[config.mk]
export PLATFORM = sky130hd
export DESIGN_NAME = vsp_sync_processor
export DESIGN_NICKNAME = d
export VERILOG_FILES = /design/src/inc/vsp_pkg.sv /design/src/rtl/vsp_polarity.sv /design/src/rtl/vsp_sync_processor.sv
export SDC_FILE = /design/constraint.sdc
export NUM_CORES = 1
export LEC_CHECK = 0
export ABC_AREA = 1
export BUFFER_PORTS_ARGS = -buffer_cell sky130_fd_sc_hd__buf_2
export CAP_MARGIN = 20
export CELL_PAD_IN_SITES_DETAIL_PLACEMENT = 0
export CELL_PAD_IN_SITES_GLOBAL_PLACEMENT = 2
export CORE_UTILIZATION = 29
export DETAILED_ROUTE_END_ITERATION = 16
export PLACE_DENSITY = 0.76
export SETUP_SLACK_MARGIN = 0.05
export SYNTH_ARGS = -nofsm -noshare
export SYNTH_HDL_FRONTEND = slang
export SYNTH_HIERARCHICAL = 1
export SYNTH_SLANG_ARGS = --single-unit
[constraint.sdc]
create_clock -name clk_i -period 2.15 [get_ports clk_i]
set_input_delay 0.215 -clock clk_i [delete_from_list [all_inputs] [get_ports clk_i]]
set_output_delay 0.215 -clock clk_i [all_outputs]
set_load 0.005 [all_outputs]
[src/inc/vsp_pkg.sv]
// constants and types for the video sync processor
//
// What this block does
// - sync select picks separate or composite horizontal
// - blank horizontal sync during vertical extraction if enabled
// - vertical output from pin or integrator compare
// - integrator counts up high, down low, saturates
// - compare output sets at ones, clears at zeros
// - integrator value readable in low five bits
// - clamp select: off, two, four, eight periods
// - porch bit picks rising or falling trigger edge
// - clamp polarity bit picks negative or positive pulse
// - vertical invert bit inverts vertical output
// - horizontal invert bit inverts horizontal output
// - polarity bits from sixteen ticks of divided clock
// - vertical polarity bit settles after sixteen ticks
package vsp_pkg;

  // register indices; byte address is four times the index
  localparam logic [7:0] SYNC_CONTROL_ZERO_IDX = 8'hED;
  localparam logic [7:0] SYNC_CONTROL_ONE_IDX = 8'hEE;
  localparam logic [7:0] SYNC_CONTROL_ZERO_RST = 8'h00;
  localparam logic [7:0] SYNC_CONTROL_ONE_RST = 8'h00;

  // field positions, sync_control_zero
  localparam int INPUT_SOURCE_SELECT_BIT = 7;
  localparam int HBLANK_ENABLE_BIT = 6;
  localparam int VERTICAL_OUTPUT_SOURCE_BIT = 5;
  localparam int INTEG_W = 5;

  // field positions, sync_control_one
  localparam int CLAMP_SEL_HI_BIT = 7;
  localparam int CLAMP_SEL_LO_BIT = 6;
  localparam int PORCH_MODE_BIT = 5;
  localparam int CLAMP_POLARITY_BIT = 4;
  localparam int VERTICAL_OUTPUT_INVERT_BIT = 3;
  localparam int HORIZONTAL_OUTPUT_INVERT_BIT = 2;
  localparam int VPOL_BIT = 1;
  localparam int HPOL_BIT = 0;

  // integrator limits
  localparam logic [4:0] INTEG_MAX = 5'h1F;
  localparam logic [4:0] INTEG_MIN = 5'h00;

  // clock and divided rates
  localparam int CLK_PERIOD_NS = 20;
  localparam int SAMPLE_DIV = 2;
  localparam int POL_TIMER_DIV = 1000;
  localparam logic [9:0] POL_TIMER_LAST = 10'(POL_TIMER_DIV - 1);
  localparam logic [3:0] POL_WINDOW_LAST = 4'hF;
  localparam logic [4:0] POL_HALF = 5'h08;

  // clamp widths in oscillator periods, less one
  localparam logic [2:0] CLAMP_W2_LAST = 3'h1;
  localparam logic [2:0] CLAMP_W4_LAST = 3'h3;
  localparam logic [2:0] CLAMP_W8_LAST = 3'h7;

  typedef enum logic {CLAMP_IDLE, CLAMP_PULSE} vsp_clamp_state_type;

endpackage

[src/rtl/vsp_polarity.sv]
// sync polarity detector over a window of timer ticks
`timescale 1ns/1ps
`default_nettype none
module vsp_polarity
  import vsp_pkg::*;
(
  input wire logic clk_i,   // system clock
  input wire logic rst_i,   // synchronous reset
  input wire logic tick_i,  // polarity timer tick
  input wire logic level_i, // sync input level
  output logic polarity_o   // 1 positive, 0 negative
);

  logic [3:0] tick_cnt;
  logic [4:0] high_cnt;
  wire [4:0] high_total = high_cnt + {4'h0, level_i};
  wire window_end = tick_i && (tick_cnt == POL_WINDOW_LAST);

  // a short active phase means the pulse level is its active level
  always_ff @(posedge clk_i)
  begin
    if (rst_i)
    begin
      tick_cnt <= 4'h0;
      high_cnt <= 5'h00;
      polarity_o <= 1'b0;
    end
    else if (tick_i)
    begin
      tick_cnt <= tick_cnt + 4'h1;
      high_cnt <= window_end ? 5'h00 : high_total;
      if (window_end)
      begin
        polarity_o <= (high_total < POL_HALF);
      end
    end
  end

endmodule
`default_nettype wire

[src/rtl/vsp_sync_processor.sv]
// sync processor top: separation, output shaping, clamp, registers
//
// The Wishbone slave port was decided locally.
`timescale 1ns/1ps
`default_nettype none
module vsp_sync_processor
  import vsp_pkg::*;
(
  input wire logic clk_i,         // oscillator clock, 50 MHz
  input wire logic rst_i,         // synchronous reset, high
  input wire logic cyc_i,         // wishbone cycle
  input wire logic stb_i,         // wishbone strobe
  input wire logic we_i,          // wishbone write enable
  input wire logic [9:0] adr_i,   // wishbone byte address
  input wire logic [3:0] sel_i,   // wishbone byte selects
  input wire logic [31:0] dat_i,  // wishbone write data
  output logic [31:0] dat_o,      // wishbone read data
  output logic ack_o,             // wishbone acknowledge
  input wire logic hsync_in_i,    // separate horizontal sync
  input wire logic csync_in_i,    // composite sync
  input wire logic vsync_in_i,    // separate vertical sync
  output logic hsync_o,           // horizontal sync out
  output logic vsync_o,           // vertical sync out
  output logic clamp_o            // clamp pulse out
);

  // ****************************************************
  // register bus
  // ****************************************************

  logic [7:0] ctrl0;
  logic [7:0] ctrl1;
  logic [4:0] integ;
  logic [1:0] pol;

  // decode of one register index
  function automatic logic reg_hit(input logic [9:0] adr,
                                   input logic [7:0] idx);
    reg_hit = (adr[9:2] == idx);
  endfunction

  wire bus_req = cyc_i && stb_i && !ack_o;
  wire hit0 = reg_hit(adr_i, SYNC_CONTROL_ZERO_IDX);
  wire hit1 = reg_hit(adr_i, SYNC_CONTROL_ONE_IDX);
  wire wr0 = bus_req && we_i && sel_i[0] && hit0;
  wire wr1 = bus_req && we_i && sel_i[0] && hit1;

  // read views: status bits come from hardware
  wire [7:0] view0 = {ctrl0[7:5], integ};
  wire [7:0] view1 = {ctrl1[7:2], pol};
  wire [7:0] rd_byte = hit0 ? view0 : (hit1 ? view1 : 8'h00);

  // one wait state answer; unmapped reads return zero
  always_ff @(posedge clk_i)
  begin
    if (rst_i)
    begin
      ack_o <= 1'b0;
      dat_o <= 32'h0000_0000;
    end
    else
    begin
      ack_o <= bus_req;
      if (bus_req && !we_i)
      begin
        dat_o <= {24'h00_0000, rd_byte};
      end
    end
  end

  // writable fields only; read-only bits drop the write
  always_ff @(posedge clk_i)
  begin
    if (rst_i)
    begin
      ctrl0 <= SYNC_CONTROL_ZERO_RST;
      ctrl1 <= SYNC_CONTROL_ONE_RST;
    end
    else
    begin
      if (wr0)
      begin
        ctrl0[7:5] <= dat_i[7:5];
      end
      if (wr1)
      begin
        ctrl1[7:2] <= dat_i[7:2];
      end
    end
  end

  wire input_source_select = ctrl0[INPUT_SOURCE_SELECT_BIT];
  wire hblank_en = ctrl0[HBLANK_ENABLE_BIT];
  wire vertical_output_source = ctrl0[VERTICAL_OUTPUT_SOURCE_BIT];
  wire [1:0] clamp_sel = ctrl1[CLAMP_SEL_HI_BIT:CLAMP_SEL_LO_BIT];
  wire porch = ctrl1[PORCH_MODE_BIT];
  wire clamp_pol = ctrl1[CLAMP_POLARITY_BIT];
  wire vinv = ctrl1[VERTICAL_OUTPUT_INVERT_BIT];
  wire hinv = ctrl1[HORIZONTAL_OUTPUT_INVERT_BIT];

  // ****************************************************
  // dividers
  // ****************************************************

  logic sample_phase;
  logic [9:0] pol_div;
  wire sample_tick = sample_phase;
  wire pol_tick = (pol_div == POL_TIMER_LAST);

  // sampling tick every second clock, polarity tick every thousandth
  always_ff @(posedge clk_i)
  begin
    if (rst_i)
    begin
      sample_phase <= 1'b0;
      pol_div <= 10'h000;
    end
    else
    begin
      sample_phase <= !sample_phase;
      pol_div <= pol_tick ? 10'h000 : pol_div + 10'h001;
    end
  end

  // ****************************************************
  // sync selection and vertical separation
  // ****************************************************

  wire hsel = input_source_select ? csync_in_i : hsync_in_i;
  logic vsep;

  wire integ_full = (integ == INTEG_MAX);
  wire integ_empty = (integ == INTEG_MIN);
  wire [4:0] next_integ = !sample_tick ? integ :
                          (hsel ? (integ_full ? integ : integ + 5'h01) :
                           (integ_empty ? integ : integ - 5'h01));
  wire next_vsep = integ_full ? 1'b1 : (integ_empty ? 1'b0 : vsep);

  // saturating integrator and latched compare output
  always_ff @(posedge clk_i)
  begin
    if (rst_i)
    begin
      integ <= INTEG_MIN;
      vsep <= 1'b0;
    end
    else
    begin
      integ <= next_integ;
      vsep <= next_vsep;
    end
  end

  // ****************************************************
  // sync outputs
  // ****************************************************

  wire hblank = hblank_en && vertical_output_source && vsep;
  wire hproc = hblank ? 1'b0 : hsel;
  wire vproc = vertical_output_source ? vsep : vsync_in_i;
  wire next_hsync = hproc ^ hinv;
  wire next_vsync = vproc ^ vinv;

  // registered output drivers
  always_ff @(posedge clk_i)
  begin
    if (rst_i)
    begin
      hsync_o <= 1'b0;
      vsync_o <= 1'b0;
    end
    else
    begin
      hsync_o <= next_hsync;
      vsync_o <= next_vsync;
    end
  end

  // ****************************************************
  // clamp generator
  // ****************************************************

  vsp_clamp_state_type clamp_state;
  vsp_clamp_state_type next_clamp_state;
  logic hproc_d;
  logic [2:0] clamp_cnt;
  logic [2:0] clamp_last;

  wire rise = hproc && !hproc_d;
  wire fall = !hproc && hproc_d;
  wire clamp_trig = (porch ? fall : rise) && (clamp_sel != 2'b00);
  wire clamp_act = (clamp_state == CLAMP_PULSE);
  wire [2:0] width_last = (clamp_sel == 2'b01) ? CLAMP_W2_LAST :
                          (clamp_sel == 2'b10) ? CLAMP_W4_LAST :
                          CLAMP_W8_LAST;
  wire next_clamp = clamp_act ? clamp_pol : !clamp_pol;

  // pulse sequencer; edges during a pulse are ignored
  always_comb
  begin
    next_clamp_state = clamp_state;
    case (clamp_state)
      CLAMP_IDLE:
      begin
        if (clamp_trig)
        begin
          next_clamp_state = CLAMP_PULSE;
        end
      end
      CLAMP_PULSE:
      begin
        if (clamp_cnt == clamp_last)
        begin
          next_clamp_state = CLAMP_IDLE;
        end
      end
      default:
      begin
        next_clamp_state = CLAMP_IDLE;
      end
    endcase
  end

  // state, edge history, width count
  always_ff @(posedge clk_i)
  begin
    if (rst_i)
    begin
      clamp_state <= CLAMP_IDLE;
      hproc_d <= 1'b0;
      clamp_cnt <= 3'h0;
      clamp_last <= 3'h0;
    end
    else
    begin
      clamp_state <= next_clamp_state;
      hproc_d <= hproc;
      clamp_cnt <= clamp_act ? clamp_cnt + 3'h1 : 3'h0;
      if (!clamp_act && clamp_trig)
      begin
        clamp_last <= width_last;
      end
    end
  end

  // clamp pin sits at its idle level when inhibited
  always_ff @(posedge clk_i)
  begin
    if (rst_i)
    begin
      clamp_o <= 1'b1;
    end
    else
    begin
      clamp_o <= next_clamp;
    end
  end

  // ****************************************************
  // polarity detection
  // ****************************************************

  wire [1:0] pol_src = {vsync_in_i, hsync_in_i};

  // horizontal reading is raw input; composite input may mislead it
  generate
    for (genvar g = 0; g < 2; g++)
    begin : g_pol
      vsp_polarity u_pol (
        .clk_i(clk_i),
        .rst_i(rst_i),
        .tick_i(pol_tick),
        .level_i(pol_src[g]),
        .polarity_o(pol[g])
      );
    end
  endgenerate
endmodule
`default_nettype wire
Word level (Yosys, flattened, before mapping)
Cells that the tools add are included.
W data, S select, Z words.
{"block": "classes", "n_lt_le_gt_ge": 2, "n_eq_ne": 11, "add_sub_neg": 8, "n_mux": 19, "bitwise": 3, "reduce_logical": 30}
{"op": "$mux W5", "count": 5}
{"op": "$eq A8 B8 Y1 const B", "count": 2}
{"op": "$mux W8", "count": 2}
{"op": "$logic_and A1 B1 Y1", "count": 15}
{"op": "$add A10 B1 Y10 const B", "count": 1}
{"op": "$add A5 B1 Y5", "count": 2}
{"op": "$eq A10 B10 Y1 const B", "count": 1}
{"op": "$lt A5 B4 Y1 const B", "count": 2}
{"op": "$mux W1", "count": 9}
{"op": "$add A4 B1 Y4 const B", "count": 2}
{"op": "$eq A4 B4 Y1 const B", "count": 2}
{"op": "$logic_not A1 Y1", "count": 7}
{"op": "$mux W3", "count": 2}
{"op": "$add A5 B1 Y5 const B", "count": 1}
{"op": "$eq A5 B5 Y1 const B", "count": 1}
{"op": "$logic_not A5 Y1", "count": 1}
{"op": "$sub A5 B1 Y5 const B", "count": 1}
{"op": "$ne A2 B2 Y1 const B", "count": 2}
{"op": "$reduce_and A2 Y1", "count": 2}
{"op": "$reduce_bool A2 Y1", "count": 2}
{"op": "$reduce_or A2 Y1", "count": 2}
{"op": "$add A3 B1 Y3 const B", "count": 1}
{"op": "$eq A3 B3 Y1", "count": 1}
{"op": "$reduce_and A3 Y1", "count": 1}
{"op": "other kinds (5)", "count": 6}
{"block": "word_totals", "inputBits": 54, "output_inout_bits": 36, "reg_bits": 66, "wordCells": 94}

Depth between registers and ports, before layout
Gate-level depths: netlist (run 1).
{"block": "logic_depth", "word_depth": 9, "mapped_depth": 12, "ltp_nobuf": 12}

By module
The synthesis (run 1) kept the hierarchy.
{"mod": "vsp_sync_processor", "seq_area_each_um2": 920.9, "area_per_inst_um2": 2452.4, "n_inst": 1, "cells_per_inst": 345}
{"mod": "vsp_polarity", "seq_area_each_um2": 200.2, "area_per_inst_um2": 513.0, "n_inst": 2, "cells_per_inst": 71}

Worst setup path after synthesis (run 1)
Ideal clock, no wire load.
{"block": "synth_timing", "path_type": "reg2reg", "start": "register ctrl0[7]", "end": "register integ[4]", "slack_ps": 615, "arrival_time_ps": 1403, "path_buffers": 0, "path_stages_with_launch": 13, "period_less_slack_ps": 1535, "t_required_ps": 2018, "path_cell_list": "dfxtp_1 > inv_1 > nand2_1 > nand2_1 > fa_1 > inv_1 > nor2_1 > nor2_1 > inv_1 > nand2_1 > nand2_1 > nand2_1 > a21oi_1"}
{"block": "synth_between", "elab_chain_cells": 3, "elab_cells_between_ends": 5, "classes_between": "eq/ne: 2; mux: 2; reduce/logical: 1"}
{"item": "start, declared", "line": "vsp_sync_processor.sv:31", "source": "logic [7:0] ctrl0;"}
{"item": "start signal, assigned", "line": "vsp_sync_processor.sv:83", "source": "ctrl0[7:5] <= dat_i[7:5];"}
{"item": "$mux W1 (*)", "line": "vsp_sync_processor.sv:129", "source": "wire hsel = input_source_select ? csync_in_i : hsync_in_i;"}
{"item": "$ne A2 B2 Y1 (no source line)"}
{"item": "$reduce_and A3 Y1 (no source line)"}
{"item": "end signal, assigned", "line": "vsp_sync_processor.sv:149", "source": "integ <= next_integ;"}
{"item": "end, declared", "line": "vsp_sync_processor.sv:33", "source": "logic [4:0] integ;"}
Mark *: on every way between the ends. The rest lies on a longest branch, timed or not.
A chain may end at the register's enable or synchronous reset.

Final worst setup path (run 1)
Same ends and word-level chain as after synthesis.

==> flow_metrics.py, run 1 <==
metrics = {
    "power_and_ir_drop": {
        "powerDensity_nw_per_um2": 819.1,
        "peakVddDrop_v": 0.0003560,
        "total_power_mw": 3.322,
        "p_leak_nw": 1.842,
    },
    "final_layout": {
        "fill_cells": 1247,
        "drive_gt1_frac": 0.1431,
        "layout_common_cells": "95 x nand2_1, 82 x nor2_1, 66 x dfxtp_1, 41 x inv_1",
        "num-nets-final": 594,
        "final_core_util": 0.3506,
        "n_antenna_cell": 0,
        "syn2layout_area_growth_pct": 16.58,
        "layout_commonest_cell": "nand2_1",
        "design_area_um2": 4055,
    },
    "die": {
        "die_y_um": 111.5,
        "die-area_um2": 12440,
        "initial_core_util": 0.3008,
        "rows": 39,
        "core-area_um2": 11560,
        "io_pins": 90,
        "fp.dieW_um": 111.5,
    },
    "cts": {
        "clkSinkCount": 66,
        "cts_max_level": 3,
        "cts_resized": 0,
        "cts-root-buf": "clkbuf_16",
        "cts.path.max_buffers": 2,
        "cts_tree": "yes",
        "hold_buffers": 0,
        "cts_setup_buffers": 0,
        "clk_latency_ps": 330,
        "clk_pin_slew_ps": 50,
        "cts_made_buffers": 9,
    },
    "placement": {
        "portBuffers": 34,
        "gp_congestion": 0.7335,
        "dpl.hpwl_um": 5565,
        "dpl_worst_slack_ps": 432.7,
        "dpl-instance-area_um2": 3689,
    },
    "worst_setup_path": {
        "critPathKind": "reg -> reg",
        "arrival_ps": 1940,
        "rrSetupSlack_ps": 410,
        "critPathMaxFanout": 5,
        "worstSetupStartpointType": "flip-flop",
        "worst_setup_path_end_kind": "flip-flop",
        "cp_data_required_time_ps": 2350,
    },
    "timing": {
        "finalHoldViolations": 0,
        "fmax_mhz": 575.0,
        "fin_crit_sh": 0.8089,
        "setup_ws_ps": 410.8,
        "worstMarginPinSlew_ps": 532.4,
        "skew_ps": 8.269,
        "slew_headroom": 0.6441,
        "finalSetupViolCount": 0,
        "maxSlewViolCount": 0,
        "finalSetupTns_ps": 0,
        "period_needed_ps": 1739,
        "rsz0062_at_grt": "false",
    },
    "routing": {
        "wire_per_inst_um": 11.22,
        "routed_wl_um": 7560,
        "routed-via-count": 2960,
        "antenna_left": 0,
        "first_pass_iters": 10,
        "dr.first_iter.drc_count": 153,
        "via_per_inst": 4.392,
        "drc_errors": 6,
    },
    "global_route": {
        "grt_pass1_wl_um": 12840,
        "antenna_found_initial": 0,
        "grt_util_all_layers": 0.1315,
        "grt_pass1_vias": 2659,
        "grt_max_degree": 29,
        "gr-total-overflow": 0,
    },
    "yosys": {
        "synth.area.top_cells": "dfxtp_1 38%, nand2_1 10%, nor2_1 8.8%",
        "syn_inst": 487,
        "ys_seq_area_frac": 0.3799,
        "synth_area_um2": 3478,
        "yosysTopAreaCell": "dfxtp_1",
        "syn_avg_cell_area_um2": 7.142,
        "ys_seq_elements": 66,
        "synth_top_area_share": 0.3799,
        "ys_types": 32,
        "synth-warning-count": 6,
    },
    "outcome": {
        "violations": "DRC",
        "status": "finished with violations",
    },
    "hold_path": {
        "hold_path_class": "in -> reg",
    },
    "run": {
        "max_cap_viol_count": 0,
    },
}
[cells in the mapped netlist]
cell type and n:
o21ai_2 1, buf_2 3, ha_1 13, o21ai_0 23, dfxtp_1 66, nand4_1 14
nor2_2 5, buf_4 25, nor3_4 2, fa_1 1, xnor2_1 1, a21oi_1 24
nor3b_1 1, inv_1 41, nor4_1 1, nor2_4 2, mux2_2 1, nand2_2 4
buf_6 5, o21ai_1 6, nand2_4 1, inv_2 5, nor2_1 82, clkinv_1 3
xor2_1 9, o31ai_1 1, nand3_1 34, conb_1 1, nand2_1 95, nand3b_1 2
clkbuf_1 1, nor3_1 14
[worst paths after layout]
kind / from / end / depth (start not counted)
worst min-delay path: dat_i[4] / ctrl1[4]$_SDFFE_PP0P_ / 3
worst max-delay path: ctrl0[7]$_SDFFE_PP0P_ / integ[4]$_SDFFE_PP0P_ / 12
worst min register to register: sample_phase$_SDFF_PP0_ / sample_phase$_SDFF_PP0_ / 1
worst max register to register: ctrl0[7]$_SDFFE_PP0P_ / integ[4]$_SDFFE_PP0P_ / 12
[critical path, cell delays in order (launching register included)]
cell     delay (ps)
dfxtp_1         310
buf_4           140
nand2_1          80
nand2_1         160
fa_1            440
inv_1            80
nor2_1           40
nor2_1          110
inv_1            50
nand2_1          60
nand2_1          40
nand2_1          50
a21oi_1          50
[stage by stage]
step	hold slack, ps	instances
4_1_cts	107.5	674
6_report	115.4	674
2_1_floorplan	284.1	510
5_1_grt	124.1	674
3_5_place_dp	445.0	658
3_3_place_gp	431.4	658
[registers in the layout (all words and copies together) (netlist names), 2 cells and up]
signal	count
ctrl0	3
ctrl1	6
clamp_cnt	3
g_pol.u_pol/polarity_o	2
g_pol.u_pol/high_cnt	10
integ	5
clamp_last	3
dat_o	8
pol_div	10
g_pol.u_pol/tick_cnt	8
[logic make-up after synthesis]
group / Yosys count / synth area share
AOI/OAI and AO/OA: 55 / 0.08094
xor gates and xnor gates: 10 / 0.02518
adders and majority gates: 14 / 0.05252
buffers and inverters: 83 / 0.1284
DFF: 66 / 0.3799
muxes: 1 / 0.003237
other: 1 / 0.001078
and+or+nand+nor: 257 / 0.3288
[area by class of cell]
class / count / area [um2] / area share
clock buffers: 9 / 225.2 / 0.05554
clock inverters: 7 / 141.4 / 0.03487
inverters: 49 / 183.9 / 0.04536
multi-input cells: 361 / 1797 / 0.4431
flip-flops and latches: 66 / 1321 / 0.3258
well taps: 143 / 178.9 / 0.04412
repair buffers: 39 / 207.7 / 0.05122
[power breakdown]
group | total (mW) | internal (mW) | switching, mW | leakage [nW]
Sequential | 1.28 | 1.25 | 0.0323 | 0.535
Clock | 1.82 | 1.25 | 0.567 | 0.176
Combinational | 0.221 | 0.0837 | 0.137 | 1.13
Total | 3.32 | 2.59 | 0.737 | 1.84
[metal layers]
metal  up-vias  part of all wire  track usage
met1      1297              0.52       0.1763
met5         -                 0            0
li1       1597                 -            -
met4         0             0.018      0.07027
met2        57              0.41       0.1963
met3         9             0.047      0.02940
(Power assumes the default switching activity.)
==> run 2, diff against run 1 <==
==> constraint.sdc (replaced) <==
create_clock -name clk_i -period 1.7 [get_ports clk_i]
set_input_delay 0.17 -clock clk_i [delete_from_list [all_inputs] [get_ports clk_i]]
set_output_delay 0.17 -clock clk_i [all_outputs]
set_load 0.005 [all_outputs]
==> run 2 against run 1 <==
Net effect:
- the run still ends with DRC left
- clock power fell by 8%
- setup slack worse by 280 ps
- sequential share of layout area is 0.067 points lower
- global-route usage shrank 0.057 points
- largest power group unchanged
- first-iteration DRC count increased by 20%
==> flow_metrics.py, run 2 (synthesis results as in run 1) <==
metrics = {
    "timing": {
        "finalSetupViolCount": 0,
        "hold_ws_ps": 77.41,
        "fmax_mhz": 637.4,
        "finalSetupTns_ps": 0,
        "rsz0062_at_grt": "true",
        "setup_ws_ps": 131.1,
        "fin_crit_sh": 0.9229,
        "period_needed_ps": 1569,
        "finalHoldViolations": 0,
        "skew_ps": 6.956,
        "maxSlewViolCount": 0,
    },
    "routing": {
        "wl_met3_um": 388,
        "dr.first_iter.drc_count": 184,
        "drc_errors": 5,
        "via_per_inst": 4.386,
        "routed_wl_um": 7654,
        "wl_met2_um": 3267,
        "antenna_left": 0,
        "routed-via-count": 2991,
        "wirelength_met1_um": 3862,
        "first_pass_iters": 14,
        "highest_layer": "met4",
        "wire_per_inst_um": 11.22,
    },
    "power_and_ir_drop": {
        "p_seq_frac": 0.449,
        "swShare": 0.2405,
        "switching_power_mw": 0.8677,
        "clkPwrFrac": 0.462,
        "peakVddDrop_v": 0.0003098,
        "p_int_mw": 2.741,
        "combPwrFrac": 0.090,
        "total_power_mw": 3.609,
        "p_leak_nw": 1.831,
        "powerDensity_nw_per_um2": 884.7,
    },
    "worst_setup_path": {
        "cp_data_required_time_ps": 1900,
        "path_cells": "nand2_1 -> nand2_4 -> fa_2 -> inv_2 -> nor2_1 -> nor2_1 -> inv_1 -> nand2_1 -> nand2_1 -> nand2_1 -> a21oi_1",
        "cp_top_family": "simple AND/OR/NAND/NOR gates",
        "worst_setup_path_end_kind": "flip-flop",
        "crit_buf_inv": 2,
        "crit_cells": 11,
        "cpMostUsedCell": "nand2_1",
        "worstSetupStartpointType": "flip-flop",
        "critPathMaxFanout": 5,
        "arrival_ps": 1770,
        "critPathMaxStageDelay_ps": 380,
        "critPathKind": "reg -> reg",
        "cpMaxStageDelayCell": "fa_2",
        "reg2regPathDepth": 11,
    },
    "cts": {
        "cts_made_buffers": 9,
        "cts_max_level": 3,
        "cts_tree": "yes",
        "clkSinkCount": 66,
        "cts.path.max_buffers": 2,
        "hold_buffers": 0,
        "cts-root-buf": "clkbuf_16",
        "clk_latency_ps": 330,
        "clk_pin_slew_ps": 50,
    },
    "final_layout": {
        "top_regs": "g_pol.u_pol/high_cnt: 10 flops, pol_div: 10 flops",
        "drive_gt1_frac": 0.1707,
        "n_antenna_cell": 0,
        "layout_common_cells": "93 x nand2_1, 81 x nor2_1, 64 x dfxtp_1, 39 x inv_1",
        "num-nets-final": 602,
        "final_core_util": 0.3527,
        "syn2layout_area_growth_pct": 17.27,
        "layout_commonest_cell": "nand2_1",
    },
    "placement": {
        "portBuffers": 34,
        "dpl.hpwl_um": 5668,
        "dpl_worst_slack_ps": 12.20,
        "gp_congestion": 0.7589,
    },
    "hold_path": {
        "hold_path_class": "in -> reg",
        "hold_depth": 3,
    },
    "die": {
        "die_y_um": 111.5,
        "rows": 39,
        "fp.dieW_um": 111.5,
        "die-area_um2": 12440,
        "core-area_um2": 11560,
        "io_pins": 90,
        "initial_core_util": 0.3008,
    },
    "outcome": {
        "status": "finished with violations",
        "violations": "DRC",
    },
    "global_route": {
        "antenna_found_initial": 0,
        "grt_pass1_vias": 2719,
        "grt_max_degree": 29,
        "grt_util_all_layers": 0.1309,
        "grt_pass1_wl_um": 12720,
        "gr-total-overflow": 0,
    },
    "run": {
        "max_cap_viol_count": 0,
    },
}
==> run 2: worst register-to-register path: stages (launching register included) <==
cell and delay, ps:
dfxtp_4 350, nand2_1 120, nand2_4 110, fa_2 380
inv_2 50, nor2_1 30, nor2_1 140, inv_1 50
nand2_1 60, nand2_1 40, nand2_1 50, a21oi_1 50
==> run 2: area by class of cell <==
type | count | area, um2
Inverter | 49 | 187.7
Sequential cell | 66 | 1326
Clock buffer | 14 | 254.0
Clock inverter | 2 | 12.51
Tap cell | 143 | 178.9
Fill cell | 1264 | 7486
Timing Repair Buffer | 47 | 280.3
Multi-Input combinational cell | 361 | 1839
==> run 2: stage by stage <==
stage / area, um2 / std cells
6_report: 4079 / 682
5_1_grt: 4079 / 682
4_1_cts: 4018 / 680
3_5_place_dp: 3746 / 664
3_3_place_gp: 3746 / 664
2_1_floorplan: 3565 / 510
==> run 2: metal layers <==
metal / track usage / vias up
met1: 0.1764 / 1301
met5: 0 / -
met3: 0.03048 / 9
met4: 0.06757 / 0
met2: 0.1946 / 63
li1: - / 1618
==> run 2: what timing repair did <==
action	in CTS	in global routing
buffers inserted	0	2
gates resized for setup	2	13
endpoints found under the setup margin	1	15
cloned	0	0
pin swaps	0	5
==> run 2: path summary, 6_finish.rpt <==
| check | from | endpoint | slack, ps |
|---|---|---|---|
| min | dat_i[4] | ctrl1[4]$_SDFFE_PP0P_ | 80 |
| max | ctrl0[7]$_SDFFE_PP0P_ | integ[4]$_SDFFE_PP0P_ | 130 |
| min reg2reg | sample_phase$_SDFF_PP0_ | sample_phase$_SDFF_PP0_ | 450 |
| max reg2reg | ctrl0[7]$_SDFFE_PP0P_ | integ[4]$_SDFFE_PP0P_ | 130 |
==> run 2: power groups by stage <==
stage	sequential, mW	clock, mW	combinational [mW]
floorplan	1.65	0	0.229
global placement	1.65	0	0.304
detailed placement	1.65	0	0.303
CTS	1.62	1.73	0.305
global route	1.62	1.80	0.372
finish	1.62	1.67	0.325
==> run 3, diff against run 2 <==
--- a/config.mk
+++ b/config.mk
@@ -12,7 +12,7 @@
 export CELL_PAD_IN_SITES_GLOBAL_PLACEMENT = 2
 export CORE_UTILIZATION = 29
 export DETAILED_ROUTE_END_ITERATION = 16
-export PLACE_DENSITY = 0.76
+export PLACE_DENSITY = 0.87
 export SETUP_SLACK_MARGIN = 0.05
 export SYNTH_ARGS = -nofsm -noshare
 export SYNTH_HDL_FRONTEND = slang
==> constraint.sdc (replaced) <==
create_clock -name clk_i -period 1.7 [get_ports clk_i]
set_input_delay 0.255 -clock clk_i [delete_from_list [all_inputs] [get_ports clk_i]]
set_output_delay 0.255 -clock clk_i [all_outputs]
set_load 0.005 [all_outputs]
==> run 3 against run 2 <==
Net effect:
- the run still ends with DRC left
- wire length is 2.1% lower
- maximum frequency down 1.6%
- cell count increased by 0.59%
- highest routed layer unchanged
- flip-flop and latch count did not move
- die area stayed put
==> flow_metrics.py, run 3 (synthesis results as in run 1) <==
metrics = {
    "routing": {
        "via_per_inst": 4.477,
        "drc_errors": 7,
        "first_pass_iters": 11,
        "antenna_left": 0,
        "routed-via-count": 3071,
        "routed_wl_um": 7493,
        "dr.first_iter.drc_count": 175,
        "wire_per_inst_um": 10.92,
    },
    "final_layout": {
        "n_antenna_cell": 0,
        "final_core_util": 0.3579,
        "design_area_um2": 4139,
        "drive_gt1_frac": 0.1897,
        "layout_common_cells": "91 x nand2_1, 79 x nor2_1, 64 x dfxtp_1, 39 x inv_1, 35 x buf_2",
        "top_regs": "g_pol.u_pol/high_cnt: 10 flops, pol_div: 10 flops",
        "syn2layout_area_growth_pct": 18.99,
        "layout_commonest_cell": "nand2_1",
        "fill_cells": 1230,
        "num-nets-final": 606,
    },
    "worst_setup_path": {
        "crit_end": "integ[4]$_SDFFE_PP0P_",
        "cpMaxStageDelayCell": "dfxtp_4",
        "crit_cells": 13,
        "worstSetupStartpointType": "flip-flop",
        "reg2reg_from": "ctrl0[7]$_SDFFE_PP0P_",
        "timing.rr.end": "integ[4]$_SDFFE_PP0P_",
        "worst_setup_path_end_kind": "flip-flop",
        "reg2regPathDepth": 13,
        "cpMostUsedCell": "nand2_2",
        "critPathKind": "reg -> reg",
        "crit_buf_inv": 3,
        "arrival_ps": 1860,
        "rrSetupSlack_ps": 110,
        "crit_start": "ctrl0[7]$_SDFFE_PP0P_",
        "cp_data_required_time_ps": 1970,
        "critPathMaxFanout": 5,
        "path_cells": "inv_2 -> nand2_2 -> nand2_4 -> buf_4 -> ha_4 -> nand2_1 -> nor2_2 -> nor2_2 -> inv_1 -> nand2_1 -> nand2_2 -> nand2_2 -> a21oi_2",
        "cp_top_family": "simple AND/OR/NAND/NOR gates",
        "critPathMaxStageDelay_ps": 360,
    },
    "power_and_ir_drop": {
        "powerDensity_nw_per_um2": 911.0,
        "peakVddDrop_v": 0.0006656,
        "p_leak_nw": 1.860,
    },
    "outcome": {
        "violations": "DRC",
        "status": "finished with violations",
    },
    "global_route": {
        "grt_max_degree": 21,
        "grt_pass1_vias": 2739,
        "grt_util_all_layers": 0.1280,
        "grt_pass1_wl_um": 12720,
        "gr-total-overflow": 0,
        "antenna_found_initial": 0,
    },
    "die": {
        "fp.dieW_um": 111.5,
        "io_pins": 90,
        "rows": 39,
        "die_y_um": 111.5,
        "core-area_um2": 11560,
        "initial_core_util": 0.3008,
        "die-area_um2": 12440,
    },
    "placement": {
        "portBuffers": 34,
        "dpl-instance-area_um2": 3749,
        "dpl_worst_slack_ps": -25.82,
        "dpl.hpwl_um": 5363,
        "gp_congestion": 0.7856,
    },
    "cts": {
        "hold_buffers": 0,
        "clk_pin_slew_ps": 60,
        "cts_tree": "yes",
        "clkSinkCount": 66,
        "cts_max_level": 3,
        "cts-root-buf": "clkbuf_16",
        "cts.path.max_buffers": 2,
        "clk_latency_ps": 330,
        "cts_made_buffers": 9,
    },
    "timing": {
        "finalSetupViolCount": 0,
        "hold_ws_ps": 165.5,
        "maxSlewViolCount": 0,
        "finalHoldViolations": 0,
        "fmax_mhz": 627.2,
        "fin_crit_sh": 0.9379,
        "rsz0062_at_grt": "true",
        "period_needed_ps": 1594,
        "skew_ps": 8.888,
        "setup_ws_ps": 105.6,
    },
    "hold_path": {
        "hold_path_class": "in -> reg",
    },
    "run": {
        "max_cap_viol_count": 0,
    },
}
## run 3: cell count changes in the layout (fill, tap and decap cells not counted), sizes merged
cell / delta
buf: +4
bufinv: +1
clkbuf: -3
clkinv: +2
## run 3: layout make-up
class	instances	area [um2]	area share
timing repair buffer	51	299.0	0.07225
multi-input combinational	361	1863	0.4501
clock buffer	11	232.7	0.05623
clock inverter	5	55.05	0.01330
inverter	49	183.9	0.04444
tap	143	178.9	0.04323
sequential	66	1326	0.3204
## run 3: worst min-delay path by stage
stage,from,end,slack [ps],cells after the start
5_1_grt,dat_i[2],ctrl1[2]$_SDFFE_PP0P_,170,3
6_report,dat_i[4],ctrl1[4]$_SDFFE_PP0P_,170,3
4_1_cts,dat_i[3],ctrl1[3]$_SDFFE_PP0P_,160,3
3_3_place_gp,sample_phase$_SDFF_PP0_,sample_phase$_SDFF_PP0_,430,1
3_5_place_dp,sample_phase$_SDFF_PP0_,sample_phase$_SDFF_PP0_,440,1
2_1_floorplan,rst_i,g_pol[0].u_pol/high_cnt[0]$_SDFFE_PP0P_,320,1
## run 3: per-stage QoR
stage                     cells  total power [mW]  TNS (ps)
after global routing        686             3.946    -46.39
after detailed placement    666             1.956    -35.99
final                       686             3.771         0
after global placement      666             1.951    -8.190
after CTS                   682             3.801         0
after floorplan             510             1.876         0
## run 3: power by group
group / switching (mW) / total [mW] / internal (mW)
sequential: 0.0352 / 1.62 / 1.58
clock: 0.692 / 1.82 / 1.13
combinational: 0.194 / 0.331 / 0.137
## run 3: layer usage
| layer | wire length, um | vias to the layer above | GRT usage |
|---|---|---|---|
| met5 | 0 | - | 0 |
| met4 | 102 | 0 | 0.05135 |
| met1 | 3703 | 1360 | 0.1616 |
| li1 | - | 1633 | - |
| met2 | 3316 | 66 | 0.2050 |
| met3 | 370 | 12 | 0.03702 |
## run 3: what timing repair did
item,4_1_cts,5_1_grt
endpoints found under the setup margin,3,19
gates resized for setup,2,19
setup buffers,0,3
pin swaps,0,9
endpoints found under the hold margin,0,0
gates cloned,0,1
## run 3: worst reg2reg max path, cell delays in order, from the launching register on
cell	delay, ps
dfxtp_4	360
inv_2	40
nand2_2	90
nand2_4	80
buf_4	150
ha_4	280
nand2_1	60
nor2_2	90
nor2_2	50
inv_1	40
nand2_1	50
nand2_2	70
nand2_2	50
a21oi_2	130
